===== config.mk =====
export PLATFORM = sky130hd
export DESIGN_NAME = ast_uart
export DESIGN_NICKNAME = d
export VERILOG_FILES = /design/src/design/ast_uart.v
export VERILOG_INCLUDE_DIRS = /design/src /design/src/common
export SDC_FILE = /design/constraint.sdc
export NUM_CORES = 1
export LEC_CHECK = 0
export BUFFER_PORTS_ARGS = -buffer_cell sky130_fd_sc_hd__buf_2
export CAP_MARGIN = 10
export CORE_UTILIZATION = 57
export CTS_CLUSTER_DIAMETER = 30
export CTS_CLUSTER_SIZE = 10
export DETAILED_ROUTE_END_ITERATION = 12
export GPL_TIMING_DRIVEN = 1
export PLACE_DENSITY = 0.76
export RECOVER_POWER = 50
export SLEW_MARGIN = 20
export SYNTH_ARGS = -nofsm -noshare
export SYNTH_HDL_FRONTEND = slang
export SYNTH_SLANG_ARGS = --single-unit

===== constraint.sdc =====
create_clock -name clk -period 2.9 [get_ports clk]
set_clock_uncertainty 0.1 [all_clocks]
set_input_delay 0.29 -clock clk [delete_from_list [all_inputs] [get_ports clk]]
set_output_delay 0.29 -clock clk [all_outputs]
set_load 0.03 [all_outputs]

===== src/common/ast_regs.vh =====
// register map, field positions, reset values and timing counts
`ifndef AST_REGS_VH
`define AST_REGS_VH

`define AST_OFS_STATUS 8'h00
`define AST_OFS_FRAME 8'h04
`define AST_OFS_DIRIRQ 8'h08
`define AST_OFS_BAUD 8'h0C
`define AST_OFS_DATA 8'h10

`define AST_RST_STATUS 8'h0B
`define AST_RST_FRAME 8'h00
`define AST_RST_DIRIRQ 8'h00
`define AST_RST_BAUD 8'h00

`define AST_FC_ENABLE 7
`define AST_FC_NINE 6
`define AST_FC_PAREN 5
`define AST_FC_PARODD 4
`define AST_FC_TWOSTOP 3
`define AST_FC_BREAK 2
`define AST_FC_RXBIT8 1
`define AST_FC_TXBIT8 0
`define AST_FC_WMASK 8'hFD

`define AST_DC_TRANSMITTER_ENABLE 7
`define AST_DC_RECEIVER_ENABLE 6
`define AST_DC_HSPEED 5
`define AST_DC_ADDR 4
`define AST_DC_WAKE 3
`define AST_DC_RXIE 2
`define AST_DC_TIDLEIE 1
`define AST_DC_TEMPTYIE 0

`define AST_OVS_LAST 4'hF
`define AST_SMP_A 4'h7
`define AST_SMP_B 4'h8
`define AST_SMP_C 4'h9
`define AST_LOWSPEED_LAST 2'h3

`define AST_RESP_OKAY 2'h0
`define AST_RESP_SLVERR 2'h2

`endif


===== src/design/ast_uart.v =====
// asynchronous serial transceiver with an axi4-lite register slave
//
// Implementation choices: the address map and the AXI4-Lite register port.
`timescale 1ns/1ps
// How it works
// - frames carry eight or nine data bits, chosen by a control bit.
// - even, odd or no parity, shared by transmitter and receiver.
// - transmitter ends each frame with one or two stop bits.
// - both directions are timed by an 8-bit programmable baud divisor.
// - received characters wait in a two-entry receive buffer.
// - with address detect on, receive interrupt needs last data bit one.
// - a low receive line can raise a wake request when enabled.
// - one interrupt output ORs all enabled transmit and receive sources.
// - enabled directions drive transmit, take receive, and drop pull-ups.
// - disabled directions float their pin and leave pull-ups alone.
// - written data moves to a hidden shifter, sent LSB first.
// - receive line shifts in LSB first, full word moves to buffer.
// - one data address: write loads transmit, read gives oldest word.
// - status flags are read-only and reset to 0x0B.
// - parity error set on mismatch, never with parity disabled.
// - parity error clears by status read then data access.
// - noise flag set with data-available, not on overrun; same clear.
// - framing error set on a bad stop bit; same clear.
// - overrun set on buffer overflow and blocks transfers until cleared.
// - parity, noise and framing flags rise in the cycle the word enters the buffer.
// - enabling the transmitter shows the transmit register empty.
`include "ast_regs.vh"

module ast_uart #(
    parameter ADDR_W = 8,
    parameter RX_DEPTH = 2,
    parameter RX_PW = 1
) (
    input wire clk,
    input wire sys_rst,
    input wire [ADDR_W-1:0] s_axi_awaddr,
    input wire s_axi_awvalid,
    output reg s_axi_awready,
    input wire [31:0] s_axi_wdata,
    input wire [3:0] s_axi_wstrb,
    input wire s_axi_wvalid,
    output reg s_axi_wready,
    output reg [1:0] s_axi_bresp,
    output reg s_axi_bvalid,
    input wire s_axi_bready,
    input wire [ADDR_W-1:0] s_axi_araddr,
    input wire s_axi_arvalid,
    output reg s_axi_arready,
    output reg [31:0] s_axi_rdata,
    output reg [1:0] s_axi_rresp,
    output reg s_axi_rvalid,
    input wire s_axi_rready,
    output reg txOut,
    output reg txOe,
    output reg txPullDis,
    input wire rxIn,
    output reg rxPullDis,
    output reg irqReq,
    output reg wakeReq
);
    localparam RX_IDLE = 4'b0001;
    localparam RX_START = 4'b0010;
    localparam RX_DATA = 4'b0100;
    localparam RX_STOP = 4'b1000;

    // 0 status, 1 frame, 2 dir/irq, 3 baud, 4 data, 7 unmapped
    function [2:0] regSel;
        input [ADDR_W-1:0] a;
        begin
            if (a == `AST_OFS_STATUS)
                regSel = 3'h0;
            else if (a == `AST_OFS_FRAME)
                regSel = 3'h1;
            else if (a == `AST_OFS_DIRIRQ)
                regSel = 3'h2;
            else if (a == `AST_OFS_BAUD)
                regSel = 3'h3;
            else if (a == `AST_OFS_DATA)
                regSel = 3'h4;
            else
                regSel = 3'h7;
        end
    endfunction

    reg [7:0] frameCtl_ff;
    reg [7:0] dirCtl_ff;
    reg [7:0] baudDiv_ff;
    reg [ADDR_W-1:0] awAddr_ff;
    reg [7:0] wData_ff;
    reg wLane0_ff;
    reg statusArmed_ff;
    reg parity_error_flag_ff, noise_ff, framing_error_flag_ff, overrun_flag_ff;
    reg [7:0] divCnt_ff;
    reg [1:0] preCnt_ff;
    reg [8:0] txHold_ff;
    reg txFull_ff;
    reg [12:0] txSh_ff;
    reg [3:0] txLeft_ff;
    reg [3:0] txTick_ff;
    reg txBusy_ff;
    reg rxMeta_ff, rxSync_ff, rxPrev_ff;
    reg [3:0] rxState_ff;
    reg [3:0] rxTick_ff;
    reg [3:0] rxIdx_ff;
    reg [9:0] rxSh_ff;
    reg [1:0] smp_ff;
    reg rxNoise_ff;
    reg [11:0] rxMem [0:RX_DEPTH-1];
    reg [RX_PW-1:0] rxWr_ff, rxRd_ff;
    reg [RX_PW:0] rxCount_ff;

    wire enable = frameCtl_ff[`AST_FC_ENABLE];
    wire nine = frameCtl_ff[`AST_FC_NINE];
    wire parEn = frameCtl_ff[`AST_FC_PAREN];
    wire parOdd = frameCtl_ff[`AST_FC_PARODD];
    wire transmitter_enable = enable & dirCtl_ff[`AST_DC_TRANSMITTER_ENABLE];
    wire receiver_enable = enable & dirCtl_ff[`AST_DC_RECEIVER_ENABLE];
    wire doWrite = !s_axi_awready & !s_axi_wready & !s_axi_bvalid;
    wire [2:0] wrSel = regSel(awAddr_ff);
    wire doRead = s_axi_arvalid & s_axi_arready;
    wire [2:0] rdSel = regSel(s_axi_araddr);
    wire dataRead = doRead & (rdSel == 3'h4);
    wire dataWrite = doWrite & (wrSel == 3'h4) & wLane0_ff;
    wire dataAccess = dataRead | dataWrite;
    // sequence clear: a status read must come first
    wire seqClear = dataAccess & statusArmed_ff;
    wire rxAvail = (rxCount_ff != {(RX_PW+1){1'b0}});
    wire rxFullBuf = (rxCount_ff == RX_DEPTH[RX_PW:0]);
    wire [11:0] rxHead = rxMem[rxRd_ff];
    wire headMsb = nine ? rxHead[8] : rxHead[7];
    wire txEmpty = !txFull_ff;
    wire txIdle = !txBusy_ff & !txFull_ff;
    wire rxIdle = (rxState_ff == RX_IDLE);
    wire [7:0] status = {parity_error_flag_ff, noise_ff, framing_error_flag_ff, overrun_flag_ff,
                         rxIdle, rxAvail, txIdle, txEmpty};

    wire preLast = dirCtl_ff[`AST_DC_HSPEED] |
                   (preCnt_ff == `AST_LOWSPEED_LAST);
    wire tick = enable & (divCnt_ff == 8'h00) & preLast;
    always @(posedge clk) begin
        if (sys_rst || !enable) begin
            divCnt_ff <= 8'h00;
            preCnt_ff <= 2'h0;
        end else if (divCnt_ff == 8'h00) begin
            divCnt_ff <= baudDiv_ff;
            preCnt_ff <= preCnt_ff + 2'h1;
        end else begin
            divCnt_ff <= divCnt_ff - 8'h01;
        end
    end

    // data bit count; parity appended when enabled
    reg [12:0] txFrame;
    reg [3:0] nBits;
    reg [3:0] txTotal;
    reg [8:0] txMasked;
    integer i;
    always @* begin
        nBits = nine ? 4'h9 : 4'h8;
        txMasked = nine ? txHold_ff : {1'b0, txHold_ff[7:0]};
        txFrame = 13'h1FFF;
        txFrame[0] = 1'b0;
        for (i = 0; i < 9; i = i + 1) begin
            if (i < nBits)
                txFrame[i+1] = txHold_ff[i];
        end
        if (parEn)
            txFrame[nBits+4'h1] = (^txMasked) ^ parOdd;
        txTotal = 4'h1 + nBits + {3'h0, parEn} +
                  (frameCtl_ff[`AST_FC_TWOSTOP] ? 4'h2 : 4'h1);
    end

    // holding register feeds a hidden shifter, LSB first
    always @(posedge clk) begin
        if (sys_rst || !enable) begin
            txHold_ff <= 9'h000;
            txFull_ff <= 1'b0;
            txSh_ff <= 13'h1FFF;
            txLeft_ff <= 4'h0;
            txTick_ff <= 4'h0;
            txBusy_ff <= 1'b0;
        end else begin
            // cleared holding register reads as empty
            if (!transmitter_enable)
                txFull_ff <= 1'b0;
            else if (!txBusy_ff && txFull_ff)
                txFull_ff <= 1'b0;
            else if (dataWrite && !txFull_ff)
                txFull_ff <= 1'b1;
            // data write loads the transmit side
            if (dataWrite && transmitter_enable && !txFull_ff)
                txHold_ff <= {frameCtl_ff[`AST_FC_TXBIT8], wData_ff};
            if (!txBusy_ff && txFull_ff && transmitter_enable) begin
                txSh_ff <= txFrame;
                txLeft_ff <= txTotal;
                txTick_ff <= 4'h0;
                txBusy_ff <= 1'b1;
            end else if (txBusy_ff && tick) begin
                txTick_ff <= txTick_ff + 4'h1;
                if (txTick_ff == `AST_OVS_LAST) begin
                    txSh_ff <= {1'b1, txSh_ff[12:1]};
                    txLeft_ff <= txLeft_ff - 4'h1;
                    if (txLeft_ff == 4'h1)
                        txBusy_ff <= 1'b0;
                end
            end
        end
    end

    // two-flop synchroniser on the receive pin
    always @(posedge clk) begin
        if (sys_rst) begin
            rxMeta_ff <= 1'b1;
            rxSync_ff <= 1'b1;
            rxPrev_ff <= 1'b1;
        end else begin
            rxMeta_ff <= rxIn;
            rxSync_ff <= rxMeta_ff;
            rxPrev_ff <= rxSync_ff;
        end
    end

    // majority of three centre samples, disagreement is noise
    wire maj = (smp_ff[0] & smp_ff[1]) | (smp_ff[0] & rxSync_ff) |
               (smp_ff[1] & rxSync_ff);
    wire disagree = !((smp_ff[0] == smp_ff[1]) && (smp_ff[1] == rxSync_ff));
    wire atMid = tick & (rxTick_ff == `AST_SMP_C);
    wire atEnd = tick & (rxTick_ff == `AST_OVS_LAST);
    wire [3:0] rxBits = (nine ? 4'h9 : 4'h8) + {3'h0, parEn};
    wire [8:0] rxWord = nine ? rxSh_ff[8:0] : {1'b0, rxSh_ff[7:0]};
    wire rxParBit = nine ? rxSh_ff[9] : rxSh_ff[8];
    // parity error only possible with parity enabled
    wire rxPerr = parEn & (rxParBit != ((^rxWord) ^ parOdd));
    wire rxDone = (rxState_ff == RX_STOP) & atMid;
    // overrun blocks further transfers into the buffer
    wire rxPush = rxDone & !rxFullBuf & !overrun_flag_ff;
    wire rxLost = rxDone & (rxFullBuf | overrun_flag_ff);
    wire rxPop = dataRead & rxAvail;

    always @(posedge clk) begin
        if (sys_rst || !receiver_enable) begin
            rxState_ff <= RX_IDLE;
            rxTick_ff <= 4'h0;
            rxIdx_ff <= 4'h0;
            rxSh_ff <= 10'h000;
            smp_ff <= 2'h3;
            rxNoise_ff <= 1'b0;
        end else begin
            if (tick) begin
                rxTick_ff <= rxTick_ff + 4'h1;
                if (rxTick_ff == `AST_SMP_A)
                    smp_ff[0] <= rxSync_ff;
                if (rxTick_ff == `AST_SMP_B)
                    smp_ff[1] <= rxSync_ff;
            end
            if (atMid && disagree)
                rxNoise_ff <= 1'b1;
            case (rxState_ff)
                RX_IDLE: begin
                    if (rxPrev_ff && !rxSync_ff) begin
                        rxState_ff <= RX_START;
                        rxTick_ff <= 4'h0;
                        rxNoise_ff <= 1'b0;
                    end
                end
                RX_START: begin
                    // a glitch that is high at mid bit is no start
                    if (atMid && maj)
                        rxState_ff <= RX_IDLE;
                    else if (atEnd) begin
                        rxState_ff <= RX_DATA;
                        rxIdx_ff <= 4'h0;
                    end
                end
                RX_DATA: begin
                    if (atMid)
                        rxSh_ff[rxIdx_ff] <= maj;
                    if (atEnd) begin
                        rxIdx_ff <= rxIdx_ff + 4'h1;
                        if (rxIdx_ff == rxBits - 4'h1)
                            rxState_ff <= RX_STOP;
                    end
                end
                RX_STOP: begin
                    // back to idle at mid stop bit to resync early
                    if (atMid)
                        rxState_ff <= RX_IDLE;
                end
                default: rxState_ff <= RX_IDLE;
            endcase
        end
    end

    always @(posedge clk) begin
        if (sys_rst || !enable) begin
            rxWr_ff <= {RX_PW{1'b0}};
            rxRd_ff <= {RX_PW{1'b0}};
            rxCount_ff <= {(RX_PW+1){1'b0}};
        end else begin
            if (rxPush) begin
                rxMem[rxWr_ff] <= {rxNoise_ff | disagree, !maj, rxPerr,
                                   rxWord};
                rxWr_ff <= rxWr_ff + {{(RX_PW-1){1'b0}}, 1'b1};
            end
            // data read returns and drops the oldest word
            if (rxPop)
                rxRd_ff <= rxRd_ff + {{(RX_PW-1){1'b0}}, 1'b1};
            if (rxPush && !rxPop)
                rxCount_ff <= rxCount_ff + {{RX_PW{1'b0}}, 1'b1};
            else if (rxPop && !rxPush)
                rxCount_ff <= rxCount_ff - {{RX_PW{1'b0}}, 1'b1};
        end
    end

    // parity, noise and framing flags rise with the push, overrun with the loss; set wins over clear
    always @(posedge clk) begin
        if (sys_rst || !enable) begin
            parity_error_flag_ff <= 1'b0;
            noise_ff <= 1'b0;
            framing_error_flag_ff <= 1'b0;
            overrun_flag_ff <= 1'b0;
            statusArmed_ff <= 1'b0;
        end else begin
            if (doRead && rdSel == 3'h0)
                statusArmed_ff <= 1'b1;
            else if (dataAccess)
                statusArmed_ff <= 1'b0;
            parity_error_flag_ff <= (rxPush & rxPerr) | (parity_error_flag_ff & !seqClear);
            // noise flagged with the push, never on a lost word
            noise_ff <= (rxPush & (rxNoise_ff | disagree)) |
                        (noise_ff & !seqClear);
            framing_error_flag_ff <= (rxPush & !maj) | (framing_error_flag_ff & !seqClear);
            overrun_flag_ff <= rxLost | (overrun_flag_ff & !seqClear);
        end
    end

    // register writes; disabling clears direction enables and break
    always @(posedge clk) begin
        if (sys_rst) begin
            frameCtl_ff <= `AST_RST_FRAME;
            dirCtl_ff <= `AST_RST_DIRIRQ;
            baudDiv_ff <= `AST_RST_BAUD;
        end else begin
            if (doWrite && wLane0_ff && wrSel == 3'h1)
                frameCtl_ff <= (wData_ff & `AST_FC_WMASK) |
                               (frameCtl_ff & ~`AST_FC_WMASK);
            else if (!enable)
                frameCtl_ff[`AST_FC_BREAK] <= 1'b0;
            if (doWrite && wLane0_ff && wrSel == 3'h2)
                dirCtl_ff <= wData_ff;
            else if (!enable) begin
                dirCtl_ff[`AST_DC_TRANSMITTER_ENABLE] <= 1'b0;
                dirCtl_ff[`AST_DC_RECEIVER_ENABLE] <= 1'b0;
            end
            if (doWrite && wLane0_ff && wrSel == 3'h3)
                baudDiv_ff <= wData_ff;
        end
    end

    // axi4-lite slave: one write and one read in flight
    always @(posedge clk) begin
        if (sys_rst) begin
            s_axi_awready <= 1'b1;
            s_axi_wready <= 1'b1;
            s_axi_bvalid <= 1'b0;
            s_axi_bresp <= `AST_RESP_OKAY;
            s_axi_arready <= 1'b1;
            s_axi_rvalid <= 1'b0;
            s_axi_rresp <= `AST_RESP_OKAY;
            s_axi_rdata <= 32'h00000000;
            awAddr_ff <= {ADDR_W{1'b0}};
            wData_ff <= 8'h00;
            wLane0_ff <= 1'b0;
        end else begin
            if (s_axi_awvalid && s_axi_awready) begin
                awAddr_ff <= s_axi_awaddr;
                s_axi_awready <= 1'b0;
            end
            if (s_axi_wvalid && s_axi_wready) begin
                wData_ff <= s_axi_wdata[7:0];
                wLane0_ff <= s_axi_wstrb[0];
                s_axi_wready <= 1'b0;
            end
            if (doWrite) begin
                s_axi_bvalid <= 1'b1;
                // status and other unmapped words refuse writes
                s_axi_bresp <= (wrSel == 3'h7 || wrSel == 3'h0) ?
                               `AST_RESP_SLVERR : `AST_RESP_OKAY;
            end else if (s_axi_bvalid && s_axi_bready) begin
                s_axi_bvalid <= 1'b0;
                s_axi_awready <= 1'b1;
                s_axi_wready <= 1'b1;
            end
            if (doRead) begin
                s_axi_arready <= 1'b0;
                s_axi_rvalid <= 1'b1;
                s_axi_rresp <= (rdSel == 3'h7) ?
                               `AST_RESP_SLVERR : `AST_RESP_OKAY;
                if (rdSel == 3'h0)
                    s_axi_rdata <= {24'h000000, status};
                else if (rdSel == 3'h1)
                    s_axi_rdata <= {24'h000000, frameCtl_ff[7:2],
                                    rxHead[8], frameCtl_ff[0]};
                else if (rdSel == 3'h2)
                    s_axi_rdata <= {24'h000000, dirCtl_ff};
                else if (rdSel == 3'h3)
                    s_axi_rdata <= {24'h000000, baudDiv_ff};
                else if (rdSel == 3'h4)
                    s_axi_rdata <= {24'h000000,
                                    rxAvail ? rxHead[7:0] : 8'h00};
                else
                    s_axi_rdata <= 32'h00000000;
            end else if (s_axi_rvalid && s_axi_rready) begin
                s_axi_rvalid <= 1'b0;
                s_axi_arready <= 1'b1;
            end
        end
    end

    // pins, interrupt and wake, all registered
    always @(posedge clk) begin
        if (sys_rst) begin
            txOut <= 1'b1;
            txOe <= 1'b0;
            txPullDis <= 1'b0;
            rxPullDis <= 1'b0;
            irqReq <= 1'b0;
            wakeReq <= 1'b0;
        end else begin
            // enabled pins take their serial role, pull-ups off
            // disabled pins float, pull-up left to port logic
            txOe <= transmitter_enable;
            txPullDis <= transmitter_enable;
            rxPullDis <= receiver_enable;
            txOut <= txBusy_ff ? txSh_ff[0] :
                     !frameCtl_ff[`AST_FC_BREAK];
            // one request from every enabled source
            // address detect needs the last data bit set
            irqReq <= enable &
                ((dirCtl_ff[`AST_DC_RXIE] & rxAvail &
                  (!dirCtl_ff[`AST_DC_ADDR] | headMsb)) |
                 (dirCtl_ff[`AST_DC_RXIE] & overrun_flag_ff) |
                 (dirCtl_ff[`AST_DC_TIDLEIE] & txIdle & transmitter_enable) |
                 (dirCtl_ff[`AST_DC_TEMPTYIE] & txEmpty & transmitter_enable));
            // receive line low while idle wakes the device
            wakeReq <= receiver_enable & dirCtl_ff[`AST_DC_WAKE] & rxIdle & !rxSync_ff;
        end
    end
endmodule


==> flow_summary_export.csv <==
group,metric,value,unit
run_status,status,"finished clean",
setup_path,cp_max_fo,14,
clocking,tritoncts,"yes",
detailed_routing,vias_per_cell,5.71,
timing,finalMaxSlewViolations,0,
placement,place_area,7710,um^2
power_and_ir_drop,finalPower,4.72,mW
die,die_w,115,um
logic_synthesis,synth_compound_area_share,14.5,%
logic_synthesis,synth_common_cells,"138 x dfxtp_1, 84 x nand2_1, 79 x nor2_1",
placement,port_buffers,53,
setup_path,cp_num_buf_inv,1,
logic_synthesis,synth_edf_count,18,
die,io_pins,107,
global_route,grt_max_degree,36,
finish,drive_above_1_share,11.0,%
die,start_util,58.3,%
clocking,cts.htree.levels,4,
clocking,cts_made_buffers,17,
logic_synthesis,seq_area_frac_synth,45.1,%
setup_path,cp-start-kind,"register",
clocking,path_clk_slew,60,ps
power_and_ir_drop,power.leakage,3.03,nW
detailed_routing,wl_per_cell,16.8,um
detailed_routing,routed_wl,17700,um
power_and_ir_drop,power_density,570,nW/um^2
logic_synthesis,yosysUniqueCellTypes,59,
clocking,clkLatencyLatePin,420,ps
logic_synthesis,synthFlopType,"dfxtp_1",
logic_synthesis,synth_area_leader_cell,"dfxtp_1",
setup_path,critPathMaxStageDelay,720,ps
logic_synthesis,synth-xor-area-share,4.37,%
detailed_routing,drtIter0Drc,397,
timing,relSlewSlack,8.91,%
timing,clock.fmax,0.370,GHz
timing,worst_slew_pin_slew,1370,ps
detailed_routing,via_count,6030,
placement,gp_congestion,0.915,
hold_path,hold_path_class,"in2reg",
job,cap_violations,0,
setup_path,path_class,"reg2reg",
clocking,cts_buffer_depth,2,
logic_synthesis,yosysMostFrequentCell,"dfxtp_1",
die,dieHeight,115,um
timing,setup_viol,0,
setup_path,worst_setup_path_end_kind,"register",
global_route,grt_usage,28.6,%
global_route,antenna_found_initial,0,
logic_synthesis,yosys_warnings,0,
timing,hold_ws,17.5,ps
detailed_routing,drc_errors,0,
clocking,cts.sinks,156,
logic_synthesis,async_reset_ff_share,0,%
timing,finalHoldViolCount,0,
logic_synthesis,synthMuxAreaShare,5.38,%
die,row_count,41,
finish,synthToLayoutAreaGrowth,12.9,%
timing,fin_crit,2700,ps
logic_synthesis,ys_top_cells_by_area,"dfxtp_1 38%, edfxtp_1 7.4%, a21oi_1 5.1%, mux2i_1 4.9%, nand2_1 4.3%",
logic_synthesis,yosys.area_share.simple,21.3,%
detailed_routing,dr.pass1.iters,5,
setup_path,cp_data_arrival_time,2890,ps
setup_path,crit_required,3090,ps
logic_synthesis,avgSynthCellArea,8.93,um^2
timing,finalCritPeriodShare,93.1,%
setup_path,cp_top_family,"simple AND/OR/NAND/NOR gates",
logic_synthesis,ys_ff_latch,156,
global_route,grt-ovfl-total,0,
logic_synthesis,synthAdderAreaFrac,3.18,%
clocking,cts_root_buffer,"clkbuf_16",
setup_path,cp_cell_sequence,"or4b_2, nor4_1, clkbuf_1, nand2_1, mux2i_1, nor2_1",
logic_synthesis,synth_top_area_share,37.7,%
die,dieArea,13300,um^2
finish,final_nets,949,
global_route,grt_pass1_vias,5828,
finish,antenna-diode-count,0,
die,coreArea,12600,um^2
logic_synthesis,synth_cells,820,
logic_synthesis,synth_top_family_by_area,"simple AND/OR/NAND/NOR gates",
power_and_ir_drop,peakVddDrop,0.488,mV
setup_path,slowest_stage,"or4b_2",
detailed_routing,ant_nets,0,
timing,rsz0062_at_grt,"yes",
finish,stdcell_area,8270,um^2
logic_synthesis,syn_area,7320,um^2
placement,hpwl,13000,um
global_route,grt_first_pass_wirelength,29000,um
## routing by layer
layer | up-vias | part of all wire [%] | GRT usage [%]
li1 | 2946 | - | -
met1 | 2861 | 46 | 36.0
met2 | 199 | 48 | 48.8
met4 | 0 | 1.8 | 9.61
met3 | 24 | 4.7 | 5.75
met5 | - | 0 | 0
## flip-flops by register name, summed over array words and instances (netlist names), 2 cells and up, named ones only
register and count:
awAddr_ff 8, txTick_ff 4, txHold_ff 9, rxMem 18, smp_ff 2, dirCtl_ff 8
txLeft_ff 4, baudDiv_ff 8, rxSh_ff 10, rxState_ff 4, frameCtl_ff 7, rxTick_ff 4
rxCount_ff 2, divCnt_ff 8, s_axi_rdata 8, wData_ff 8, rxIdx_ff 4, preCnt_ff 2
txSh_ff 11
## per-stage QoR
stage / cells / util, % / setup TNS [ps] / worst slack, ps
finish: 1056 / 65.8 / 0 / 201
global placement: 1023 / 61.3 / 0 / 315
CTS: 1056 / 66.2 / 0 / 156
floorplan: 845 / - / 0 / 282
global route: 1056 / 65.8 / -2.90 / -2.90
detailed placement: 1023 / 61.3 / 0 / 164
## kinds of logic (layout without fill, tap and decap cells)
logic type                 after synthesis  count (layout)
buffers and inverters                   92             131
adders and majority gates               18              18
other                                    1              26
and+or+nand+nor                        303             303
xor gates and xnor gates                35              35
DFF                                    156             156
muxes                                   39              39
AOI/OAI and AO/OA                      176             176
## final timing paths
| kind | slack (ps) | to | start | cells after the start |
|---|---|---|---|---|
| min | 20 | awAddr_ff[2]$_SDFFE_PP0P_ | s_axi_awaddr[2] | 3 |
| max reg2reg | 200 | txHold_ff[1]$_SDFFE_PP0P_ | s_axi_wready$_SDFF_PP1_ | 6 |
| min reg2reg | 310 | rxSync_ff$_SDFF_PP1_ | rxMeta_ff$_SDFF_PP1_ | 1 |
| max | 200 | txHold_ff[1]$_SDFFE_PP0P_ | s_axi_wready$_SDFF_PP1_ | 6 |
## worst reg2reg max path, stage by stage, from the launching register on
cell      delay, ps
dfxtp_1         440
or4b_2          720
nor4_1          320
clkbuf_1        300
nand2_1         360
mux2i_1         280
nor2_1           60
## cell usage in the layout, fill, tap and decap left out, drive strengths merged, types with 4 or more instances in the layout
cell    count
mux2i      36
clkbuf     53
nand3b      5
or3         4
nand2      84
a31oi       4
a21oi      75
or4b        6
o21ai      37
a22oi       5
a311oi     12
o211ai      7
nor2b      14
xnor2      21
conb       26
or2         4
edfxtp     18
and3        5
nor3       14
nand3      34
nor4       12
inv        23
a21o        4
a211oi     18
dfxtp     138
nand2b      8
buf        47
xor2       13
or4         4
nand4b      6
ha         17
and2        6
nor2       79
## power breakdown
group | internal, mW | switching [mW] | total, mW
Clock | 1.41 | 0.873 | 2.28
Combinational | 0.0574 | 0.144 | 0.201
Sequential | 2.20 | 0.0334 | 2.24
## repair_timing
action	in CTS	in global routing
gates resized for setup	0	1
setup buffers	0	0
endpoints found under the setup margin	0	7
hold buffers	1	0
hold endpoints to repair	1	0
## area by class of cell
| cell class | instances | area [um^2] |
|---|---|---|
| Timing Repair Buffer | 78 | 399 |
| Clock inverter | 9 | 136 |
| Tap cell | 172 | 215 |
| Fill cell | 1058 | 4300 |
| Sequential cell | 156 | 3300 |
| Clock buffer | 23 | 468 |
| Multi-Input combinational cell | 597 | 3670 |
| Inverter | 21 | 78.8 |
Power figures use the tool's default switching activity.
